===== src/spc_pkg.sv =====
// Package for the suspend power control block: register map, timing counts, state and
// control carriers.
// Assumes a single 100 MHz sys_clk and no bus beyond the power-management I/O port.
package spc_pkg;
  // Register offsets within the power-management I/O block
  localparam logic [7:0] SPC_OFF_GPI = 8'h30;
  localparam logic [7:0] SPC_OFF_GPO = 8'h34;
  localparam logic [30:0] SPC_GPO_RESET = 31'h0000_0000;
  localparam int SPC_GPI_W = 22;
  localparam int SPC_GPO_W = 31;
  // Positions of shared pins within the input and output groups
  localparam int SPC_GPI_THERMAL = 8;
  localparam int SPC_GPI_LID = 10;
  localparam int SPC_GPI_ALERT = 11;
  localparam int SPC_GPI_RING = 12;
  localparam int SPC_GPO_POWEROFF = 8;
  localparam int SPC_GPO_PLANE_B = 15;
  localparam int SPC_GPO_PLANE_C = 16;
  localparam int SPC_GPO_BUS_STOP = 18;
  localparam int SPC_GPO_SRAM = 19;
  localparam int SPC_GPO_HOST_STAT = 20;
  localparam int SPC_GPO_PERIPH = 21;
  // Timing
  localparam int SPC_CLK_MHZ = 100;
  localparam int SPC_DEBOUNCE_MS = 16;
  localparam int SPC_DEBOUNCE_CYC = SPC_DEBOUNCE_MS * 1000 * SPC_CLK_MHZ;
  localparam int SPC_THROTTLE_TICK_CYC = 256;
  localparam logic [15:0] SPC_BOOT_TOP = 16'hffff;

  typedef enum logic [1:0] {
    SPC_WORKING = 2'b00,
    SPC_POS = 2'b01,
    SPC_STR = 2'b11,
    SPC_STD = 2'b10
  } spc_state_t;

  typedef enum logic [1:0] {
    SPC_ROUTE_IRQ = 2'b00,
    SPC_ROUTE_SMI = 2'b01,
    SPC_ROUTE_RESUME = 2'b10
  } spc_route_t;

  // Software-set controls of the power-management logic
  typedef struct packed {
    logic lidSmiEn;
    logic alertEn;
    spc_route_t alertRoute;
    logic throttleEn;
    logic [3:0] throttleRate;
    logic stopClockReq;
    logic busStopReq;
    logic smiClear;
  } spc_ctl_t;

  // Pin function selects: 1 hands the pin to general-purpose use
  typedef struct packed {
    logic lidAsGpi;
    logic alertAsGpi;
    logic thermalAsGpi;
    logic planeBAsGpo;
    logic planeCAsGpo;
    logic busStopAsGpo;
    logic sramAsGpo;
    logic hostStatAsGpo;
    logic periphAsGpo;
  } spc_pinsel_t;
endpackage : spc_pkg


===== src/suspend_power_control.sv =====
// Suspend power control: debounced lid and power button, event routing, power plane and
// suspend status pins, throttling, resets, general-purpose pins, straps and speaker.
// Assumes pin inputs are asynchronous and the I/O port is decoded against pm_io_base.
`timescale 1ns/1ns
module suspend_power_control
  import spc_pkg::*;
#(
  parameter int DEBOUNCE_CYCLES = SPC_DEBOUNCE_CYC
) (
  // Clock and resets
  input wire logic sys_clk,
  input wire logic reset_n,
  input wire logic resume_reset_n,
  input wire logic power_good,
  // Event and strap pins
  input wire logic power_button_n,
  input wire logic [SPC_GPI_W-1:0] general_input,
  input wire logic cpu_type_select,
  input wire logic boot_range_decode_select,
  // Internal controls
  input wire spc_state_t sleepState,
  input wire spc_ctl_t pmCtl,
  input wire spc_pinsel_t pinSel,
  input wire logic cpuInitReq,
  input wire logic timer2Out,
  input wire logic speakerGate,
  input wire logic [31:0] memAddr,
  // Power-management I/O port
  input wire logic pmIoSel,
  input wire logic pmIoRd,
  input wire logic pmIoWr,
  input wire logic [7:0] pmIoAddr,
  input wire logic [31:0] pmIoWrData,
  output logic [31:0] pmIoRdData,
  output logic pmIoAck,
  // Plane and status pins
  output logic primary_plane_ctl_n,
  output logic secondary_plane_ctl_n,
  output logic tertiary_plane_ctl_n,
  output logic host_clock_status_n,
  output logic peripheral_suspend_status_n,
  output logic bus_clock_stop_n,
  output logic cpu_clock_stop_req_n,
  output logic cache_sram_sleep_n,
  // Events
  output logic sys_mgmt_irq_n,
  output logic alertIrq,
  output logic alertResume,
  output logic powerButtonLevel,
  // Resets, decode and speaker
  output logic processor_reset,
  output logic processor_init,
  output logic bus_reset_n,
  output logic expansion_reset,
  output logic topRangePositive,
  output logic speaker_out,
  // General outputs
  output logic [SPC_GPO_W-1:0] general_output
);
  localparam int DW = $clog2(SPC_DEBOUNCE_CYC + 1);
  localparam logic [DW-1:0] DB_LAST = DW'(DEBOUNCE_CYCLES - 1);
  localparam logic [7:0] TICK_LAST = 8'(SPC_THROTTLE_TICK_CYC - 1);

  // Two-flop synchronisers for every asynchronous pin
  localparam int SW = SPC_GPI_W + 5;
  logic [SW-1:0] syncA_r;
  logic [SW-1:0] syncB_r;
  wire [SW-1:0] rawPins = {general_input, power_button_n, resume_reset_n, power_good,
                           cpu_type_select, boot_range_decode_select};
  always_ff @(posedge sys_clk) begin
    syncA_r <= rawPins;
    syncB_r <= syncA_r;
  end
  wire [SPC_GPI_W-1:0] gpiSync = syncB_r[SW-1:5];
  wire pwrBtnSync = syncB_r[4];
  wire rsmSync = syncB_r[3];
  wire pwrOkSync = syncB_r[2];
  wire cpuTypeSync = syncB_r[1];
  wire bootSelSync = syncB_r[0];

  // Suspend-well pins are held while either reset is active, the debouncers by resume reset only
  wire wellRst = ~rsmSync;
  wire anyRst = ~reset_n | wellRst;

  // Debouncers: index 0 lid, index 1 power button
  logic [1:0] dbIn;
  logic [1:0] dbOut;
  logic [1:0] dbEdge;
  assign dbIn = {pwrBtnSync, gpiSync[SPC_GPI_LID]};
  genvar g;
  generate
    for (g = 0; g < 2; g++) begin : gDeb
      logic [DW-1:0] cnt_r;
      logic level_r;
      logic edge_r;
      wire differs = dbIn[g] != level_r;
      always_ff @(posedge sys_clk) begin
        if (wellRst) begin
          cnt_r <= '0;
          level_r <= 1'b1;
          edge_r <= 1'b0;
        end else begin
          edge_r <= 1'b0;
          if (!differs) begin
            cnt_r <= '0;
          end else if (cnt_r == DB_LAST) begin
            cnt_r <= '0;
            level_r <= dbIn[g];
            edge_r <= 1'b1;
          end else begin
            cnt_r <= cnt_r + 1'b1;
          end
        end
      end
      assign dbOut[g] = level_r;
      assign dbEdge[g] = edge_r;
    end
  endgenerate

  // Management interrupt: lid either edge, or alert routed to it
  wire lidEvent = dbEdge[0] & pmCtl.lidSmiEn & ~pinSel.lidAsGpi;
  wire alertOn = pmCtl.alertEn & ~pinSel.alertAsGpi & ~gpiSync[SPC_GPI_ALERT];
  wire alertSmi = alertOn & (pmCtl.alertRoute == SPC_ROUTE_SMI);
  logic smiPend_r;
  // A new event in the clear cycle keeps the request pending
  wire smiPend_nxt = lidEvent | alertSmi | (smiPend_r & ~pmCtl.smiClear);

  // Throttle: base tick divider, then a programmable number of ticks per phase
  logic [7:0] tickCnt_r;
  logic [3:0] phaseCnt_r;
  logic throttlePhase_r;
  wire tick = tickCnt_r == TICK_LAST;
  wire throttling = pmCtl.throttleEn & ~pinSel.thermalAsGpi
                    & ~gpiSync[SPC_GPI_THERMAL];
  wire phaseEnd = tick & (phaseCnt_r == pmCtl.throttleRate);
  always_ff @(posedge sys_clk) begin
    if (!reset_n) begin
      tickCnt_r <= 8'h00;
      phaseCnt_r <= 4'h0;
      throttlePhase_r <= 1'b0;
    end else begin
      tickCnt_r <= tick ? 8'h00 : tickCnt_r + 8'h01;
      if (!throttling) begin
        phaseCnt_r <= 4'h0;
        throttlePhase_r <= 1'b0;
      end else if (phaseEnd) begin
        phaseCnt_r <= 4'h0;
        throttlePhase_r <= ~throttlePhase_r;
      end else if (tick) begin
        phaseCnt_r <= phaseCnt_r + 4'h1;
      end
    end
  end
  wire stopClock = pmCtl.stopClockReq | throttlePhase_r;

  // Plane and status decoding by suspend state
  wire inSuspend = sleepState != SPC_WORKING;
  wire inRamOrDisk = (sleepState == SPC_STR) | (sleepState == SPC_STD);
  wire inDisk = sleepState == SPC_STD;

  // General output register and I/O port
  logic [SPC_GPO_W-1:0] general_output_levels_r;
  wire hitGpi = pmIoSel & (pmIoAddr == SPC_OFF_GPI);
  wire hitGpo = pmIoSel & (pmIoAddr == SPC_OFF_GPO);
  wire [31:0] rdMux = hitGpi ? {10'h000, gpiSync}
                    : hitGpo ? {1'b0, general_output_levels_r} : 32'h0000_0000;
  always_ff @(posedge sys_clk) begin
    if (!reset_n) begin
      general_output_levels_r <= SPC_GPO_RESET;
      pmIoRdData <= 32'h0000_0000;
      pmIoAck <= 1'b0;
    end else begin
      pmIoAck <= pmIoSel & (pmIoRd | pmIoWr);
      if (pmIoRd & pmIoSel) begin
        pmIoRdData <= rdMux;
      end
      if (pmIoWr & hitGpo) begin
        general_output_levels_r <= pmIoWrData[SPC_GPO_W-1:0];
      end
    end
  end

  // Dedicated function or general use per shared output pin
  logic [SPC_GPO_W-1:0] gpoPins;
  always_comb begin
    gpoPins = general_output_levels_r;
    if (!pinSel.planeBAsGpo) gpoPins[SPC_GPO_PLANE_B] = ~inRamOrDisk;
    if (!pinSel.planeCAsGpo) gpoPins[SPC_GPO_PLANE_C] = ~inDisk;
    if (!pinSel.busStopAsGpo) begin
      gpoPins[SPC_GPO_BUS_STOP] = ~(pmCtl.busStopReq | inRamOrDisk);
    end
    if (!pinSel.sramAsGpo) gpoPins[SPC_GPO_SRAM] = ~stopClock;
    if (!pinSel.hostStatAsGpo) begin
      gpoPins[SPC_GPO_HOST_STAT] = ~(stopClock | inSuspend);
    end
    if (!pinSel.periphAsGpo) gpoPins[SPC_GPO_PERIPH] = ~inSuspend;
    if (!pwrOkSync) gpoPins[SPC_GPO_POWEROFF] = 1'b0;
  end

  // Suspend-well pins: low while any reset holds, then state driven
  always_ff @(posedge sys_clk) begin
    if (anyRst) begin
      primary_plane_ctl_n <= 1'b0;
      secondary_plane_ctl_n <= 1'b0;
      tertiary_plane_ctl_n <= 1'b0;
      host_clock_status_n <= 1'b0;
      peripheral_suspend_status_n <= 1'b0;
      bus_clock_stop_n <= 1'b0;
      cache_sram_sleep_n <= 1'b0;
      general_output <= SPC_GPO_RESET;
    end else begin
      primary_plane_ctl_n <= ~inSuspend;
      secondary_plane_ctl_n <= gpoPins[SPC_GPO_PLANE_B];
      tertiary_plane_ctl_n <= gpoPins[SPC_GPO_PLANE_C];
      host_clock_status_n <= gpoPins[SPC_GPO_HOST_STAT];
      peripheral_suspend_status_n <= gpoPins[SPC_GPO_PERIPH];
      bus_clock_stop_n <= gpoPins[SPC_GPO_BUS_STOP];
      cache_sram_sleep_n <= gpoPins[SPC_GPO_SRAM];
      general_output <= gpoPins;
    end
  end

  // Core-side outputs: events, throttle, resets, decode and speaker
  wire cpuRstAssert = ~pwrOkSync;
  wire rstLevel = cpuTypeSync ? cpuRstAssert : ~cpuRstAssert;
  wire initLevel = cpuTypeSync ? cpuInitReq : ~cpuInitReq;
  wire topHit = memAddr[31:16] == SPC_BOOT_TOP;
  always_ff @(posedge sys_clk) begin
    if (!reset_n) begin
      smiPend_r <= 1'b0;
      sys_mgmt_irq_n <= 1'b1;
      alertIrq <= 1'b0;
      alertResume <= 1'b0;
      powerButtonLevel <= 1'b1;
      cpu_clock_stop_req_n <= 1'b1;
      processor_reset <= 1'b0;
      processor_init <= 1'b0;
      bus_reset_n <= 1'b0;
      expansion_reset <= 1'b1;
      topRangePositive <= 1'b0;
      speaker_out <= 1'b0;
    end else begin
      smiPend_r <= smiPend_nxt;
      sys_mgmt_irq_n <= ~smiPend_nxt;
      alertIrq <= alertOn & (pmCtl.alertRoute == SPC_ROUTE_IRQ);
      alertResume <= alertOn & (pmCtl.alertRoute == SPC_ROUTE_RESUME);
      powerButtonLevel <= dbOut[1];
      cpu_clock_stop_req_n <= ~stopClock;
      processor_reset <= rstLevel;
      processor_init <= initLevel;
      bus_reset_n <= pwrOkSync;
      expansion_reset <= ~pwrOkSync;
      topRangePositive <= ~bootSelSync & topHit;
      speaker_out <= timer2Out & speakerGate;
    end
  end
endmodule : suspend_power_control


===== config.mk =====
export PLATFORM = sky130hd
export DESIGN_NAME = suspend_power_control
export DESIGN_NICKNAME = d
export VERILOG_FILES = /design/src/spc_pkg.sv /design/src/suspend_power_control.sv
export SDC_FILE = /design/constraint.sdc
export NUM_CORES = 1
export LEC_CHECK = 0
export BUFFER_PORTS_ARGS = -buffer_cell sky130_fd_sc_hd__buf_4
export CORE_MARGIN = 2
export CORE_UTILIZATION = 30
export DETAILED_ROUTE_END_ITERATION = 7
export SYNTH_ARGS = -nofsm -noshare
export SYNTH_HDL_FRONTEND = slang
export SYNTH_SLANG_ARGS = --single-unit

===== constraint.sdc =====
create_clock -name sys_clk -period 1.8 [get_ports sys_clk]
set_clock_uncertainty 0.15 [all_clocks]
set_input_delay 0.18 -clock sys_clk [delete_from_list [all_inputs] [get_ports sys_clk]]
set_output_delay 0.18 -clock sys_clk [all_outputs]
set_load 0.05 [all_outputs]

After elaboration in Yosys (flattened, before gate mapping)
Cells that the tools add are included.
{"block": "classes", "n_mux": 11, "bitwise": 48, "n_eq_ne": 13, "n_addsub": 4, "reduce_logical": 11}
{"cell": "31-bit two-way mux", "n": 2}
{"cell": "21-bit by 1-bit adder with 21-bit output (second input constant)", "n": 2}
{"cell": "21-bit == test (second input constant)", "n": 2}
{"cell": "1-bit NOT", "n": 22}
{"cell": "1-bit bitwise AND", "n": 18}
{"cell": "16-bit == test (second input constant)", "n": 1}
{"cell": "8-bit by 6-bit == test with 1-bit output (second input constant)", "n": 2}
{"cell": "1-bit two-way mux", "n": 9}
{"cell": "3-bit OR reduction", "n": 3}
{"cell": "8-bit by 1-bit adder with 8-bit output (second input constant)", "n": 1}
{"cell": "8-bit == test (second input constant)", "n": 1}
{"cell": "1-bit bitwise OR", "n": 8}
{"cell": "2-bit AND reduction", "n": 4}
{"cell": "2-bit == test (second input constant)", "n": 3}
{"cell": "4-bit by 1-bit adder with 4-bit output (second input constant)", "n": 1}
{"cell": "4-bit == test", "n": 1}
{"cell": "2-bit OR reduction", "n": 2}
{"cell": "2-bit by 1-bit == test with 1-bit output (second input constant)", "n": 1}
{"cell": "2-bit logical NOT", "n": 1}
{"cell": "1-bit != test", "n": 2}
{"cell": "2-bit nonzero test", "n": 1}
{"block": "totals", "in_bits": 130, "wordCells": 121, "ff_bits": 226}

Depth between registers and ports, before layout
{"block": "depth", "depth_word": 7, "mapped_depth": 7}

Worst setup path before layout
Ideal clock, no wire load.
{"block": "synth_path", "path_kind": "reg-to-reg", "from": "reg gDeb[1].cnt_r[0]", "to": "reg gDeb[1].cnt_r[20]", "path_stages_with_launch": 6, "t_required_ps": 1580, "path_slack_ps": -127, "t_arrival_ps": 1707, "n_path_buf": 0, "period_less_slack_ps": 1927, "path_cell_list": "dfxtp_1 -> ha_1 -> nand4_2 -> or2_1 -> or4_1 -> a21oi_1"}
{"block": "synth_between", "elab_chain_len": 2, "word_cells_on_any_way": 3, "classes_between": "1 x add/sub; 1 x eq/ne; 1 x reduce/logical"}
{"element": "start, declared", "line": "suspend_power_control.sv:93", "text": "logic [DW-1:0] cnt_r;"}
{"element": "start signal, assigned", "line": "suspend_power_control.sv:111", "text": "cnt_r <= cnt_r + 1'b1;"}
{"element": "parallel branches: the longest is 2 deep, another holds 21-bit by 1-bit adder with 21-bit output"}
Several ways; the timed one is not identified.
A chain may end at the register's enable or synchronous reset.

Final worst setup path
{"block": "layout_path", "from": "reg gDeb[0].cnt_r[17]", "to": "reg gDeb[0].cnt_r[15]"}
{"block": "layout_between", "elab_chain_len": 2}
{"element": "start, declared", "line": "suspend_power_control.sv:93"}
{"element": "start signal, assigned", "line": "suspend_power_control.sv:111"}
{"element": "21-bit == test", "line": "suspend_power_control.sv:106", "text": "end else if (cnt_r == DB_LAST) begin"}
{"element": "3-bit OR reduction (no line)"}
Every way passes these cells.

==> flow_summary.toml <==
[yosys]
ys_warn_count = 0
ys_seq_area_frac = 0.579
mappedNetlistArea_um2 = 7570
synth.avg_cell_area_um2 = 9.56
synthCells = 792
ys.flop_type = "dfxtp_1"
ys_async_sr_fraction = 0
netlist.area_leader.share = 0.579
syn-num-nets = 926
ys_types = 52
yosysTopAreaCell = "dfxtp_1"
synth_edf_count = 0
synthTopCellsByArea = "dfxtp_1, nand2_1, a21oi_1, xnor2_1, a21boi_1"
ys_seq_elements = 219

[power]
ir_drop_v = 0.000700
leakagePower_nw = 4.78
finalPower_mw = 11.5
powerDensity_nw_per_um2 = 977

[cells_and_area]
syn_to_final_growth_pct = 55.6
final_cell_area_um2 = 11800
final_cells = 1482
nNetsFinal = 1268
drive_gt1_frac = 0.279

[global_routing]
grt_max_degree = 43
globalRouteTotalUtil = 0.165
grt_pass1_wl_um = 34800
grt_pass1_vias = 6738
antenna_found_initial = 1
grt.overflow.total = 0

[flow_run]
drv_cap = 0

[critical_path]
critical_path.cell_chain = "or4_4 > nor4_4 > a21o_1 > buf_6 > a21oi_1"
ff2ff_setup_slack_ns = -0.12
cp-end-kind = "flip-flop"
critPathMaxFanout = 12
max_stage_delay_ns = 0.55
worstPathRequired_ns = 2.04
critPathArrivalTime_ns = 2.16
reg2regPathDepth = 5
critPathKind = "flip-flop to flip-flop"
cp-start-kind = "flip-flop"
crit_path_top_delay_cell = "or4_4"
worstReg2RegStart = "gDeb[0].cnt_r[17]$_SDFF_PP0_"
r2r_end = "gDeb[0].cnt_r[15]$_SDFF_PP0_"

[cts]
clockBufferDepth = 3
worstSkewPairLatency_ns = 0.53
path_clk_slew_ns = 0.06
cts_tree = "built"
cts_sinks = 219
clock-root-buffer = "clkbuf_16"
cts_buffers = 25
htreeDepth = 1

[detailed_routing]
vias = 6723
wl_per_cell_um = 15.0
viasPerCell = 4.54
post-route-drc-count = 0
firstDrtPassIters = 4
ant_nets = 0
drt_wl_total_um = 22300
drtIter0Drc = 344

[floorplanning]
start_util = 0.303
core_area_um2 = 25000
die_h_um = 163
die-area_um2 = 26500
io_pins = 212
row_count = 58
die_w_um = 163

[min_path]
hp-start = "reset_n"
min_path_type = "input port to flip-flop"
whs_endpoint = "pmIoRdData[25]$_SDFFE_PN0P_"
hold_path_depth = 3

[placement]
port_buffers = 193
place_area_um2 = 9790
gp_congestion = 0.786
hpwl_um = 14700
placed_cells_incl_taps = 1333

[outcome]
violations = "setup timing"
outcome = "finished, violations left"

[sta]
worst_pin_slew_ns = 0.577
finalCriticalPeriod_ns = 1.92
report.final.slew_viol_count = 0
rsz0062_at_grt = "yes"
setup_viol = 21
hold_viol = 0
max_slew_margin = 0.614
setup_ws_ns = -0.115
period_share = 1.06
timing.fmax_mhz = 522
==> state kept, by name, summed over array words and instances, names as in the netlist, 2 cells and up <==
register and cells:
phaseCnt_r 4, pmIoRdData 31, gDeb.cnt_r 42, tickCnt_r 8
general_output_levels_r 31, gDeb.level_r 2, general_output 31, syncB_r 27
syncA_r 27
==> metal layers <==
metal	routed length, um	track usage	vias to the layer above
li1	-	-	3379
met1	9960	0.208	3126
met2	10500	0.288	185
met3	1230	0.0316	33
met4	534	0.0434	0
met5	0	0	-
==> cell usage after synthesis (all sizes together) (3+ instances only) <==
cell type and number:
a21boi 42, a21oi 62, and2 6, and3 30
and4 3, buf 19, clkbuf 24, dfxtp 219
ha 4, inv 19, nand2 119, nand3 28
nand4 15, nor2 53, nor3 15, nor4 15
nor4b 3, o21ai 33, or3 10, or4 6
xnor2 32, xor2 11
==> cell type report <==
cell class	instances	area (um2)
sequential	219	4400
tap	330	413
antenna	1	2.50
inverter	19	71.3
timing repair buffer	358	3000
clock buffer	31	698
clock inverter	13	226
fill	2349	13200
multi-input combinational	511	2970
==> how the worst max path moves through the flow <==
stage / start / end / slack [ns]
6_report: gDeb[0].cnt_r[17]$_SDFF_PP0_ / gDeb[0].cnt_r[15]$_SDFF_PP0_ / -0.12
3_3_place_gp: gDeb[0].cnt_r[9]$_SDFF_PP0_ / gDeb[0].cnt_r[15]$_SDFF_PP0_ / -0.10
2_1_floorplan: gDeb[0].cnt_r[9]$_SDFF_PP0_ / gDeb[0].cnt_r[9]$_SDFF_PP0_ / -0.06
5_1_grt: gDeb[0].cnt_r[17]$_SDFF_PP0_ / gDeb[0].cnt_r[15]$_SDFF_PP0_ / -0.17
3_5_place_dp: pmIoAddr[1] / general_output_levels_r[5]$_SDFFE_PN0P_ / -0.13
4_1_cts: gDeb[0].cnt_r[17]$_SDFF_PP0_ / gDeb[0].cnt_r[4]$_SDFF_PP0_ / -0.11
==> power by group <==
group	switching [mW]	internal [mW]
Sequential	0.0530	4.96
Combinational	0.422	0.444
Clock	2.03	3.60
Total	2.50	9.01
==> per-stage QoR <==
stage / hold WS [ns] / setup WS (ns) / util / setup TNS, ns
3_5_place_dp: 0.135 / -0.132 / 0.392 / -5.17
6_report: 0.0348 / -0.115 / 0.472 / -1.91
4_1_cts: 0.0182 / -0.111 / 0.471 / -1.86
3_3_place_gp: 0.135 / -0.100 / 0.392 / -3.01
5_1_grt: 0.0509 / -0.171 / 0.472 / -3.25
2_1_floorplan: 0.0577 / -0.0634 / - / -0.688
==> cell usage in the layout, fill, tap and decap left out, drive strengths merged, types with 2 or more instances in the layout <==
master and count:
or3 10, bufinv 6, xnor2 32, nand3 28, inv 20, nor4 15
nand2 119, a21oi 62, or4 6, nand4 15, xor2 11, clkinv 3
nand2b 2, dlygate4sd3 103, and3 30, buf 255, clkbuf 31, nand3b 2
ha 4, and4 3, nor2 53, dfxtp 219, nor4b 3, nor4bb 2
a31o 2, a21boi 42, and2 6, mux2i 2, o21ai 33, nor3 15
clkinvlp 3
==> timing repair <==
action / 4_1_cts / 5_1_grt
hold buffers: 103 / 0
endpoints found under the hold margin: 94 / 0
setup buffers: 1 / 0
gates resized for setup: 5 / 4
endpoints found under the setup margin: 22 / 23
pin swaps: 4 / 1
==> critical path, delay by kind of cell (launching register included) <==
family | cells | cell delay [ns]
AOI/OAI and AO/OA | 2 | 0.25
buffers and inverters | 1 | 0.16
DFF | 1 | 0.31
and+or+nand+nor | 2 | 0.91
==> kinds of logic after synthesis <==
family | Yosys count | share of synthesized area
AO/OA/AOI/OAI | 145 | 0.114
XOR/XNOR | 43 | 0.0497
adder cells (fa/ha/maj) | 4 | 0.00661
buffers and inverters | 62 | 0.0370
flip-flops | 219 | 0.579
multiplexers | 2 | 0.00264
other | 1 | 0.000495
AND/OR/NAND/NOR | 316 | 0.211
No activity file was read; power rests on OpenSTA's default activity.
